[src/brc_consts.svh]
`ifndef BRC_CONSTS_SVH
`define BRC_CONSTS_SVH

// -----------------------------------------------------------------
// Register offsets (byte addresses, one word each).
// -----------------------------------------------------------------
`define BRC_ADDR_CFG        8'h00
`define BRC_ADDR_TRIP_SEAL  8'h04
`define BRC_ADDR_CLOSE_SEAL 8'h08
`define BRC_ADDR_BRK_OP     8'h0C
`define BRC_ADDR_BF         8'h10
`define BRC_ADDR_AUX_CFG    8'h14
`define BRC_ADDR_CMD        8'h18
`define BRC_ADDR_STATUS     8'h1C
`define BRC_ADDR_DWELL0     8'h20
`define BRC_ADDR_DWELL4     8'h30

// -----------------------------------------------------------------
// Field positions and codes.
// -----------------------------------------------------------------
`define BRC_CFG_CLOSED_BIT  0
`define BRC_CFG_OPEN_BIT    1
`define BRC_CFG_BF_EN_BIT   2
`define BRC_CFG_BRKOP_BIT   3
`define BRC_AUX_LATCH       2'h0
`define BRC_AUX_SELF        2'h1
`define BRC_AUX_PULSE       2'h2

// -----------------------------------------------------------------
// Reset values and timing.
// -----------------------------------------------------------------
`define BRC_CFG_RESET       4'h0
`define BRC_AUX_CFG_RESET   20'h0_0000
`define BRC_DWELL_RESET     16'h0064
`define BRC_TICK_NS         32'h000F_4240
`define BRC_CLK_NS          32'h0000_0005
`define BRC_MS_PER_S        16'h03E8
`define BRC_DEF_BRK_OP_S    16'h0002
`define BRC_DEF_BRK_OP_MS   (`BRC_DEF_BRK_OP_S * `BRC_MS_PER_S)
`define BRC_DEF_BF_MS       16'h0064
`define BRC_CLOSE_FIXED_MS  16'h00C8
`define BRC_SEAL_STEP_MS    16'h000A
`define BRC_SEAL_DEF_MS     16'h0028
`define BRC_SEAL_RESET      10'(`BRC_SEAL_DEF_MS / `BRC_SEAL_STEP_MS)
`define BRC_SEAL_MAX        10'h3E7

`endif

[src/brc_pkg.sv]
package brc_pkg;

    // States of a trip or close output channel.
    typedef enum logic [1:0] {
        ST_IDLE,
        ST_HOLD,
        ST_SEAL
    } brc_state_t;

endpackage

[src/brc_relay_ctrl.sv]
// Implementation choices: the placing of the registers and the address-and-strobe port.
`timescale 1ns/10ps
`include "brc_consts.svh"
// Behaviour
// - Eight outputs: trip, close, warning, auxiliaries three to seven.
// - Trip, close and warning are fixed; auxiliaries set by software.
// - Trip or close holds until breaker state confirmed and request gone.
// - Unchanged breaker: release after operation delay, else after 2 s.
// - No contacts assigned: trip releases after failure delay or 100 ms.
// - No contacts assigned: close operates for 200 ms then releases.
// - Seal-in time extends trip and close release; default 40 ms.
// - Open contact assigned: trip released when it reports breaker open.
// - Only closed contact assigned: trip released when it reports open.
// - Closed contact assigned: close released when it reports closed.
// - Only open contact assigned: close released when it reports closed.
// - Auxiliary: energized or not, latched, self-resetting or pulsed.
// - Latched auxiliary holds until key, input or remote reset.
// - Self-resetting auxiliary follows its request.
// - Pulsed auxiliary runs dwell timer from first request.
// - Seal-in spans 0 to 9.99 s in 10 ms steps.
module brc_relay_ctrl #(
    parameter int CLK_PER_MS = `BRC_TICK_NS / `BRC_CLK_NS
) (
    input  wire logic        clock,
    input  wire logic        reset_n,
    input  wire logic [7:0]  reg_addr,
    input  wire logic [31:0] reg_wdata,
    input  wire logic        reg_wr,
    input  wire logic        reg_rd,
    output logic      [31:0] reg_rdata,
    input  wire logic        trip_request,
    input  wire logic        close_request,
    input  wire logic [4:0]  aux_request,
    input  wire logic        selftest_fail,
    input  wire logic        breaker_closed_aux_contact,
    input  wire logic        breaker_open_aux_contact,
    input  wire logic        reset_key,
    input  wire logic        reset_input,
    output logic      [7:0]  relay_coil
);

    localparam int DW = $clog2(CLK_PER_MS);

    // ---------------------------------------------------------------
    // Reset release and pin synchronisers
    // ---------------------------------------------------------------
    logic          rst_meta_q;
    logic          rst_n;
    logic [3:0]    pin_meta_q;
    logic [3:0]    pin_q;
    logic          closed_s;
    logic          open_s;
    logic          reset_any;
    logic [1:0]    req_prev_q;
    logic [1:0]    ch_req;

    // Reset is released through two flops; pins pass two flops.
    always_ff @(posedge clock or negedge reset_n) begin
        if (!reset_n) begin
            rst_meta_q <= 1'b0;
            rst_n      <= 1'b0;
        end else begin
            rst_meta_q <= 1'b1;
            rst_n      <= rst_meta_q;
        end
    end

    always_ff @(posedge clock or negedge rst_n) begin
        if (!rst_n) begin
            pin_meta_q <= 4'h0;
            pin_q      <= 4'h0;
        end else begin
            pin_meta_q <= {reset_input, reset_key,
                           breaker_open_aux_contact,
                           breaker_closed_aux_contact};
            pin_q      <= pin_meta_q;
        end
    end

    assign closed_s = pin_q[0];
    assign open_s   = pin_q[1];
    assign ch_req   = {close_request, trip_request};

    // ---------------------------------------------------------------
    // Millisecond tick
    // ---------------------------------------------------------------
    logic [DW-1:0] div_q;
    logic [DW-1:0] div_d;
    logic          tick_q;
    logic          tick_d;

    // Free-running divider gives one pulse per millisecond.
    always_comb begin
        tick_d = (div_q == DW'(CLK_PER_MS - 1));
        div_d  = tick_d ? '0 : DW'(div_q + 1'b1);
    end

    always_ff @(posedge clock or negedge rst_n) begin
        if (!rst_n) begin
            div_q      <= '0;
            tick_q     <= 1'b0;
            req_prev_q <= 2'h0;
        end else begin
            div_q      <= div_d;
            tick_q     <= tick_d;
            req_prev_q <= ch_req;
        end
    end

    // ---------------------------------------------------------------
    // Register file
    // ---------------------------------------------------------------
    logic [3:0]  cfg_q, cfg_d;
    logic [9:0]  tseal_q, tseal_d, cseal_q, cseal_d;
    logic [15:0] brkop_q, brkop_d, bf_q, bf_d;
    logic [19:0] auxcfg_q, auxcfg_d;
    logic [15:0] dwell_q [5];
    logic [15:0] dwell_d [5];
    logic        rrst_q, rrst_d;
    logic [31:0] rdata_d;
    logic        open_asg, closed_asg, any_asg;

    // Clamp a seal-in write to the largest legal step count.
    function automatic logic [9:0] seal_clip(input logic [31:0] v);
        seal_clip = (v > 32'(`BRC_SEAL_MAX)) ? `BRC_SEAL_MAX : v[9:0];
    endfunction

    // Decodes writes, the remote reset pulse and the read answer.
    always_comb begin
        cfg_d    = cfg_q;
        tseal_d  = tseal_q;
        cseal_d  = cseal_q;
        brkop_d  = brkop_q;
        bf_d     = bf_q;
        auxcfg_d = auxcfg_q;
        dwell_d  = dwell_q;
        rrst_d   = reg_wr && (reg_addr == `BRC_ADDR_CMD) && reg_wdata[0];
        rdata_d  = 32'h0000_0000;
        if (reg_wr) begin
            unique case (reg_addr)
                `BRC_ADDR_CFG:        cfg_d    = reg_wdata[3:0];
                `BRC_ADDR_TRIP_SEAL:  tseal_d  = seal_clip(reg_wdata);
                `BRC_ADDR_CLOSE_SEAL: cseal_d  = seal_clip(reg_wdata);
                `BRC_ADDR_BRK_OP:     brkop_d  = reg_wdata[15:0];
                `BRC_ADDR_BF:         bf_d     = reg_wdata[15:0];
                `BRC_ADDR_AUX_CFG:    auxcfg_d = reg_wdata[19:0];
                default: begin
                    for (int i = 0; i < 5; i++) begin
                        if (reg_addr == 8'(`BRC_ADDR_DWELL0 + 4 * i)) begin
                            dwell_d[i] = reg_wdata[15:0];
                        end
                    end
                end
            endcase
        end
        if (reg_rd) begin
            unique case (reg_addr)
                `BRC_ADDR_CFG:        rdata_d = {28'h000_0000, cfg_q};
                `BRC_ADDR_TRIP_SEAL:  rdata_d = {22'h00_0000, tseal_q};
                `BRC_ADDR_CLOSE_SEAL: rdata_d = {22'h00_0000, cseal_q};
                `BRC_ADDR_BRK_OP:     rdata_d = {16'h0000, brkop_q};
                `BRC_ADDR_BF:         rdata_d = {16'h0000, bf_q};
                `BRC_ADDR_AUX_CFG:    rdata_d = {12'h000, auxcfg_q};
                `BRC_ADDR_STATUS:
                    rdata_d = {22'h00_0000, open_s, closed_s, relay_coil};
                default: begin
                    for (int i = 0; i < 5; i++) begin
                        if (reg_addr == 8'(`BRC_ADDR_DWELL0 + 4 * i)) begin
                            rdata_d = {16'h0000, dwell_q[i]};
                        end
                    end
                end
            endcase
        end
    end

    always_ff @(posedge clock or negedge rst_n) begin
        if (!rst_n) begin
            cfg_q     <= `BRC_CFG_RESET;
            tseal_q   <= `BRC_SEAL_RESET;
            cseal_q   <= `BRC_SEAL_RESET;
            brkop_q   <= 16'h0000;
            bf_q      <= 16'h0000;
            auxcfg_q  <= `BRC_AUX_CFG_RESET;
            dwell_q   <= '{default: `BRC_DWELL_RESET};
            rrst_q    <= 1'b0;
            reg_rdata <= 32'h0000_0000;
        end else begin
            cfg_q     <= cfg_d;
            tseal_q   <= tseal_d;
            cseal_q   <= cseal_d;
            brkop_q   <= brkop_d;
            bf_q      <= bf_d;
            auxcfg_q  <= auxcfg_d;
            dwell_q   <= dwell_d;
            rrst_q    <= rrst_d;
            reg_rdata <= rdata_d;
        end
    end

    assign closed_asg = cfg_q[`BRC_CFG_CLOSED_BIT];
    assign open_asg   = cfg_q[`BRC_CFG_OPEN_BIT];
    assign any_asg    = open_asg | closed_asg;
    assign reset_any  = rrst_q | pin_q[2] | pin_q[3];

    // ---------------------------------------------------------------
    // Trip (0) and close (1) channels
    // ---------------------------------------------------------------
    logic [1:0] conf;

    // Breaker state that ends each request, per assigned contacts.
    assign conf[0] = open_asg ? open_s
                   : (closed_asg & ~closed_s);
    assign conf[1] = closed_asg ? closed_s
                   : (open_asg & ~open_s);

    for (genvar gi = 0; gi < 2; gi++) begin : ch
        brc_pkg::brc_state_t st_q, st_d;
        logic [15:0]         cnt_q, cnt_d, lim, seal_lim;
        logic                free;
        logic                req;

        assign req  = ch_req[gi];
        assign free = (gi == 1) && !any_asg;

        // Release limit of the hold phase and the seal-in length.
        always_comb begin
            if (any_asg) begin
                lim = cfg_q[`BRC_CFG_BRKOP_BIT] ? brkop_q
                    : 16'(`BRC_DEF_BRK_OP_MS);
            end else if (gi == 0) begin
                lim = cfg_q[`BRC_CFG_BF_EN_BIT] ? bf_q
                    : `BRC_DEF_BF_MS;
            end else begin
                lim = `BRC_CLOSE_FIXED_MS;
            end
            seal_lim = 16'(16'((gi == 0) ? tseal_q : cseal_q)
                     * `BRC_SEAL_STEP_MS);
        end

        // Operate, hold, then seal-in before release.
        always_comb begin
            st_d  = st_q;
            cnt_d = cnt_q;
            unique case (st_q)
                brc_pkg::ST_IDLE: begin
                    if (req && !req_prev_q[gi]) begin
                        st_d  = brc_pkg::ST_HOLD;
                        cnt_d = 16'h0000;
                    end
                end
                brc_pkg::ST_HOLD: begin
                    if (any_asg && conf[gi] && !req) begin
                        st_d  = brc_pkg::ST_SEAL;
                        cnt_d = 16'h0000;
                    end else if (req && !free) begin
                        cnt_d = 16'h0000;
                    end else if (cnt_q >= lim) begin
                        st_d  = brc_pkg::ST_SEAL;
                        cnt_d = 16'h0000;
                    end else if (tick_q) begin
                        cnt_d = 16'(cnt_q + 1'b1);
                    end
                end
                brc_pkg::ST_SEAL: begin
                    if (req && !free) begin
                        st_d  = brc_pkg::ST_HOLD;
                        cnt_d = 16'h0000;
                    end else if (cnt_q >= seal_lim) begin
                        st_d  = brc_pkg::ST_IDLE;
                    end else if (tick_q) begin
                        cnt_d = 16'(cnt_q + 1'b1);
                    end
                end
            endcase
        end

        always_ff @(posedge clock or negedge rst_n) begin
            if (!rst_n) begin
                st_q  <= brc_pkg::ST_IDLE;
                cnt_q <= 16'h0000;
            end else begin
                st_q  <= st_d;
                cnt_q <= cnt_d;
            end
        end
    end

    // ---------------------------------------------------------------
    // Auxiliary channels three to seven
    // ---------------------------------------------------------------
    for (genvar ai = 0; ai < 5; ai++) begin : aux
        logic [1:0]  mode;
        logic        op_q, op_d, prev_q;
        logic [15:0] dw_q, dw_d;

        assign mode = auxcfg_q[4 * ai +: 2];

        // Mode-dependent operate logic; set wins over reset.
        always_comb begin
            op_d = op_q;
            dw_d = dw_q;
            case (mode)
                `BRC_AUX_LATCH: begin
                    if (aux_request[ai]) begin
                        op_d = 1'b1;
                    end else if (reset_any) begin
                        op_d = 1'b0;
                    end
                end
                `BRC_AUX_SELF: op_d = aux_request[ai];
                `BRC_AUX_PULSE: begin
                    if (!op_q && aux_request[ai] && !prev_q) begin
                        op_d = 1'b1;
                        dw_d = 16'h0000;
                    end else if (op_q && dw_q >= dwell_q[ai]) begin
                        op_d = 1'b0;
                    end else if (op_q && tick_q) begin
                        dw_d = 16'(dw_q + 1'b1);
                    end
                end
                default: op_d = 1'b0;
            endcase
        end

        always_ff @(posedge clock or negedge rst_n) begin
            if (!rst_n) begin
                op_q   <= 1'b0;
                dw_q   <= 16'h0000;
                prev_q <= 1'b0;
            end else begin
                op_q   <= op_d;
                dw_q   <= dw_d;
                prev_q <= aux_request[ai];
            end
        end
    end

    // ---------------------------------------------------------------
    // Coil outputs
    // ---------------------------------------------------------------
    logic [7:0] coil_d;

    // Trip and close from their state; auxiliaries through polarity; warning from self-test.
    always_comb begin
        coil_d[0] = (ch[0].st_d != brc_pkg::ST_IDLE);
        coil_d[1] = (ch[1].st_d != brc_pkg::ST_IDLE);
        coil_d[2] = aux[0].op_d ^ auxcfg_q[2];
        coil_d[3] = aux[1].op_d ^ auxcfg_q[6];
        coil_d[4] = aux[2].op_d ^ auxcfg_q[10];
        coil_d[5] = aux[3].op_d ^ auxcfg_q[14];
        coil_d[6] = aux[4].op_d ^ auxcfg_q[18];
        coil_d[7] = !selftest_fail;
    end

    always_ff @(posedge clock or negedge rst_n) begin
        if (!rst_n) begin
            relay_coil <= 8'h00;
        end else begin
            relay_coil <= coil_d;
        end
    end
endmodule

[config.mk]
export PLATFORM = sky130hd
export DESIGN_NAME = brc_relay_ctrl
export DESIGN_NICKNAME = d
export VERILOG_FILES = /design/src/brc_pkg.sv /design/src/brc_relay_ctrl.sv
export VERILOG_INCLUDE_DIRS = /design/src /design/src/src
export SDC_FILE = /design/constraint.sdc
export NUM_CORES = 1
export LEC_CHECK = 0
export BUFFER_PORTS_ARGS = -buffer_cell sky130_fd_sc_hd__buf_2
export CAP_MARGIN = 20
export CORE_MARGIN = 2
export CORE_UTILIZATION = 45
export DETAILED_ROUTE_END_ITERATION = 12
export GPL_TIMING_DRIVEN = 0
export SLEW_MARGIN = 15
export SYNTH_ARGS = -nofsm -noshare
export SYNTH_HDL_FRONTEND = slang
export SYNTH_SLANG_ARGS = --single-unit
[constraint.sdc]
create_clock -name clock -period 13.7 [get_ports clock]
set_input_delay 1.37 -clock clock [delete_from_list [all_inputs] [get_ports clock]]
set_output_delay 1.37 -clock clock [all_outputs]
set_load 0.02 [all_outputs]
* Yosys cells after proc, flatten, opt, wreduce, memory -nomap -nowiden
Index checks and enable logic that the tools add are counted.
W data, S select, Z words.
** Storage, ports and cells
- Flip-flop bits (word level) :: 354
- Logic and storage cells :: 272
- Output and inout bits :: 40
** Operators by class
- $add $sub $neg :: 8
- Reduce and logical (&&, ||, !) cells :: 78
- Mux-type cells :: 85
- Equality and inequality tests :: 36
- Magnitude comparators :: 10
- Bitwise logic cells :: 13
- Multiply operators :: 2
** Operator list (count)
- $mux W16 :: 34
- $pmux W32 S7 :: 1
- $mux W32 :: 5
- $add A16 B1 Y16 const B :: 7
- $ge A16 B16 Y1 :: 7
- $pmux W16 S3 :: 2
- $eq A8 B6 Y1 const B :: 5
- $eq A8 B5 Y1 const B :: 4
- $ge A16 B14 Y1 :: 2
- $gt A32 B10 Y1 const B :: 1
- $reduce_and A3 Y1 :: 10
- $logic_and A1 B1 Y1 :: 29
- $mul A10 B3 Y13 const B :: 2
- $mux W2 :: 12
- $mux W1 :: 22
- $add A18 B1 Y18 const B :: 1
- $eq A18 B18 Y1 const B :: 1
- $mux W18 :: 1
- $eq A8 B4 Y1 const B :: 2
- $reduce_and A2 Y1 :: 8
- $logic_not A1 Y1 :: 15
- $pmux W1 S3 :: 5
- $eq A2 B1 Y1 const B :: 7
- $eq A2 B2 Y1 const B :: 7
- other kinds (13) :: 42

* Logic depth before layout (Yosys ltp)
- Depth in word-level cells :: 8
- Mapped depth :: 21

* Least setup slack after synthesis
No wires, ideal clock.
- Kind :: register to register
- Start :: register tseal_q[3]
- End :: register ch[0].cnt_q[12]
- Clock period less this slack :: 4.069 ns
- Setup time :: 0.095 ns
- Slack :: 9.631 ns
- Arrival :: 3.974 ns
- Stages on the path, launching flop included :: 21
- Path through :: dfrtp_1 ha_1 ha_1 inv_1 fa_1 nor2b_1 o21ai_0 a21oi_1 o21a_1 nor2_1 o21ai_0 xnor2_1 ha_1 a21o_1 a2111oi_2 and4_1 o21bai_1 or2_1 buf_2 buf_6 o31ai_1
** Between the ends
- Longest elaborated chain between the ends :: 4
** RTL lines
- start, declared :: RTL line brc_relay_ctrl.sv:114 : logic [9:0] tseal_q, tseal_d, cseal_q, cseal_d;
- start signal, assigned :: RTL line brc_relay_ctrl.sv:180 : tseal_q <= `BRC_SEAL_RESET;
- start signal, assigned :: RTL line brc_relay_ctrl.sv:190 : tseal_q <= tseal_d;
- $mul A10 B3 Y13 (no line)
- $ge A16 B14 Y1 :: RTL line brc_relay_ctrl.sv:269 : end else if (cnt_q >= seal_lim) begin
- $ne A3 B3 Y1 (no line)
- $reduce_and A2 Y1 (no line)
- end signal, assigned :: RTL line brc_relay_ctrl.sv:284 : cnt_q <= cnt_d;
- end, declared :: RTL line brc_relay_ctrl.sv:219 : logic [15:0] cnt_q, cnt_d, lim, seal_lim;
Every way passes these cells.
A chain may end at the register's enable or synchronous reset.

* Worst setup path after layout
- Start :: register tseal_q[3]
- End :: register ch[0].cnt_q[10]
The elaborated chain is that of the path after synthesis.

==> results.toml <==
[logic_synthesis]
synthesis.area_um2 = 20200
synth_cell_type_count = 78
async_flop_share = 1.00
muxShareOfSynthArea = 0.0777
yosysWarnings = 0
synthAdderAreaFrac = 0.116
ys_seq_area_frac = 0.424
synth_top_area_cell = "dfrtp_1"
synth-main-ff-cell = "dfrtp_1"
yosys.area_share.xor_xnor = 0.0307
synth_compound_area_frac = 0.158
synth.top_cell.area_share = 0.402
synth-simple-area-share = 0.148
synth_top_family_by_area = "compound AO/OA/AOI/OAI gates"
synth_edf_count = 0
ys_ff_latch = 342
synth.avg_cell_area_um2 = 9.87
ys_top_cells_by_area = "dfrtp_1 (40%), ha_1 (11%), mux2_2 (7.6%)"
syn_inst = 2051

[setup_path]
critPathMaxFanout = 10
crit_buf_inv = 2
critical_path_cell_count = 19
crit_top_cell = "o21ai_0"
cp.arrival_ns = 5.16
slowest_stage = "a2111oi_2"
crit_family = "compound AO/OA/AOI/OAI gates"
rr_endpoint = "ch[0].cnt_q[10]$_DFFE_PN0P_"
critPathLaunch = "tseal_q[3]$_DFFE_PN0P_"
rr_worst_depth = 19
start_kind = "flip-flop"
r2r-start = "tseal_q[3]$_DFFE_PN0P_"
worstSetupEndpointType = "flip-flop"
slowest_delay_ns = 0.58
crit_end = "ch[0].cnt_q[10]$_DFFE_PN0P_"
cp.required_ns = 14.12
critPathKind = "flip-flop to flip-flop"
reg2reg_slack_ns = 8.96
cp_cell_sequence = "ha_1 > ha_1 > inv_1 > fa_1 > nor2b_1 > o21ai_0 > a21oi_1 > o21a_1 > nor2_1 > o21ai_0 > xnor2_1 > ha_1 > a21o_1 > a2111oi_2 > and4_1 > o21ai_0 > clkbuf_1 > o21ai_0 > o41ai_1"

[power_and_ir_drop]
netSwitchingFraction = 0.283
sequentialPowerShare = 0.428
p_sw_uw = 741
leakagePower_nw = 10.4
clkPwrFrac = 0.422
pwr_density_cell_nw_per_um2 = 114
ir_worst_vdd_mv = 0.0872
combPwrFrac = 0.150
p_int_mw = 1.88

[global_routing]
grt_pass1_vias = 16400
grt_pass1_wl_mm = 94.8
grt_usage = 0.261
antenna_found_initial = 2
grt_max_degree = 62
overflow = 0

[timing]
clock_skew_ns = 0.0330
rsz0062_at_grt = "no"
maxSlewViolCount = 0
max_slew.worst_pin.slew_ns = 1.22
relSlewSlack = 0.181
hold_viol_final = 0
setup-violations-final = 0
fin_crit_ns = 4.74
maxClockFrequency_ghz = 0.211
finalCritPeriodShare = 0.346

[final_layout]
stdcell_area_um2 = 22900
final_layout_size_suffix_gt1_frac = 0.159
final_cell_mix = "dfrtp_1 (324), ha_1 (184), nand2_1 (172), inv_1 (149), mux2_2 (137)"
area_growth_pct = 13.3
instances_no_fill = 2808
final_nets = 2425
fillCellCount = 4108
layout_commonest_cell = "dfrtp_1"

[flow_run]
drv_cap = 0

[floorplan]
start_util = 0.457
die-area_um2 = 46700
boundaryPins = 96
fp-row-count = 77
core_um2 = 44300
die_x_um = 216
die_h_um = 216

[clock_tree]
clockBufferDepth = 3
clk_pin_slew_ns = 0.06
ctsRootBufferMaster = "clkbuf_16"
post_cts_buffers = 0
cts_sinks = 342
tritoncts = "yes"
postCtsResizedCells = 0
htreeDepth = 2
worstSkewPairLatency_ns = 0.57
cts_made_buffers = 40
cts_hold_buf = 0

[routing]
drc = 0
drt_first_pass_iters = 8
routedWlPerCell_um = 21.6
viasPerCell = 5.91
route.vias.total = 16600
finalWirelength_mm = 60.7
drtIter0Drc = 1398
final_antenna_net_count = 0

[placement]
placed_area_um2 = 21600
place.gp.congestion = 0.947
place_hpwl_mm = 46.0
io_buffers = 72
dp.cells = 2733

[min_path]
hold_class = "flip-flop to async pin"

[outcome]
status = "finished clean"
worst min-delay path by stage:
stage | endpoint | slack (ns) | depth (start not counted)
6_report | pin_meta_q[2]$_DFF_PN0_ | 0.34 | 0
5_1_grt | pin_q[1]$_DFF_PN0_ | 0.36 | 0
4_1_cts | pin_q[3]$_DFF_PN0_ | 0.35 | 0
3_5_place_dp | pin_q[0]$_DFF_PN0_ | 0.33 | 0
3_3_place_gp | rst_n$_DFF_PN0_ | 0.34 | 0
2_1_floorplan | pin_q[0]$_DFF_PN0_ | 0.33 | 0
per-stage QoR:
step,power [mW],hold slack [ns],worst slack (ns),setup TNS (ns),util
after detailed placement,1.53,0.335,8.98,0,0.487
after global placement,1.51,0.337,-0.663,-199.87,0.483
after global routing,2.74,0.362,8.46,0,0.518
final,2.62,0.336,8.96,0,0.518
after floorplan,1.39,0.331,3.49,0,-
after CTS,2.64,0.352,8.96,0,0.518
layout make-up:
class	count	area (um^2)	area share
Antenna cell	1	2.50	0.000109
Buffer	83	373	0.0163
Clock buffer	57	1170	0.0508
Clock inverter	17	201	0.00878
Inverter	149	559	0.0244
Multi-Input combinational cell	1488	10800	0.470
Sequential cell	342	8580	0.374
Tap cell	592	741	0.0323
Timing Repair Buffer	79	529	0.0231
synth_stat cells (21+ instances only):
cell / number
nand4_1: 38
and3_1: 23
a22oi_1: 24
nor3_1: 47
clkbuf_1: 54
o31ai_1: 28
a221oi_1: 22
a22o_1: 21
nand3_1: 56
nor2_1: 119
nand2_1: 172
a21oi_1: 100
nand2b_1: 24
o21ai_0: 119
mux2_2: 137
ha_1: 184
a31oi_1: 25
xnor2_1: 52
inv_1: 149
dfrtp_1: 325
registers in the layout (all words and copies together) (netlist names), 2 cells and up:
register,count
cseal_q,10
pin_meta_q,4
brkop_q,16
bf_q,16
tseal_q,10
div_q,18
aux.op_q,5
pin_q,4
dwell_q,80
ch.st_q,4
req_prev_q,2
reg_rdata,20
aux.dw_q,80
cfg_q,4
relay_coil,8
ch.cnt_q,32
auxcfg_q,20
aux.prev_q,5
kinds of logic (layout without fill, tap and decap cells):
kind of cell    Yosys count  count (layout)
compound gates          477             477
xor+xnor                 71              71
fa+ha+maj               186             186
buf+inv                 232             385
flops                   342             342
mux                     140             140
other cells               2              14
simple gates            601             601
metal layers:
metal  GRT usage  share of wire  routed length [um]  vias up
li1            -              -                   -     7733
met1       0.367           0.45               27300     8193
met2       0.406           0.45               27100      571
met3      0.0526          0.072                4370      109
met4      0.0817          0.031                1850        2
met5           0        0.00018                  11        -
worst register-to-register path: stages (launching register included):
cell	delay (ns)
dfrtp_1	0.44
ha_1	0.32
ha_1	0.17
inv_1	0.05
fa_1	0.40
nor2b_1	0.12
o21ai_0	0.10
a21oi_1	0.21
o21a_1	0.13
nor2_1	0.05
o21ai_0	0.21
xnor2_1	0.17
ha_1	0.28
a21o_1	0.17
a2111oi_2	0.58
and4_1	0.30
o21ai_0	0.27
clkbuf_1	0.33
o21ai_0	0.22
o41ai_1	0.09
power by group through the flow:
stage          Sequential (mW)  Combinational, mW  Clock (mW)
2_1_floorplan             1.13              0.266           0
3_3_place_gp              1.15              0.355           0
3_5_place_dp              1.14              0.390           0
4_1_cts                   1.12              0.392        1.13
5_1_grt                   1.13              0.442        1.17
6_report                  1.12              0.393        1.11
Power figures use the tool's default switching activity.
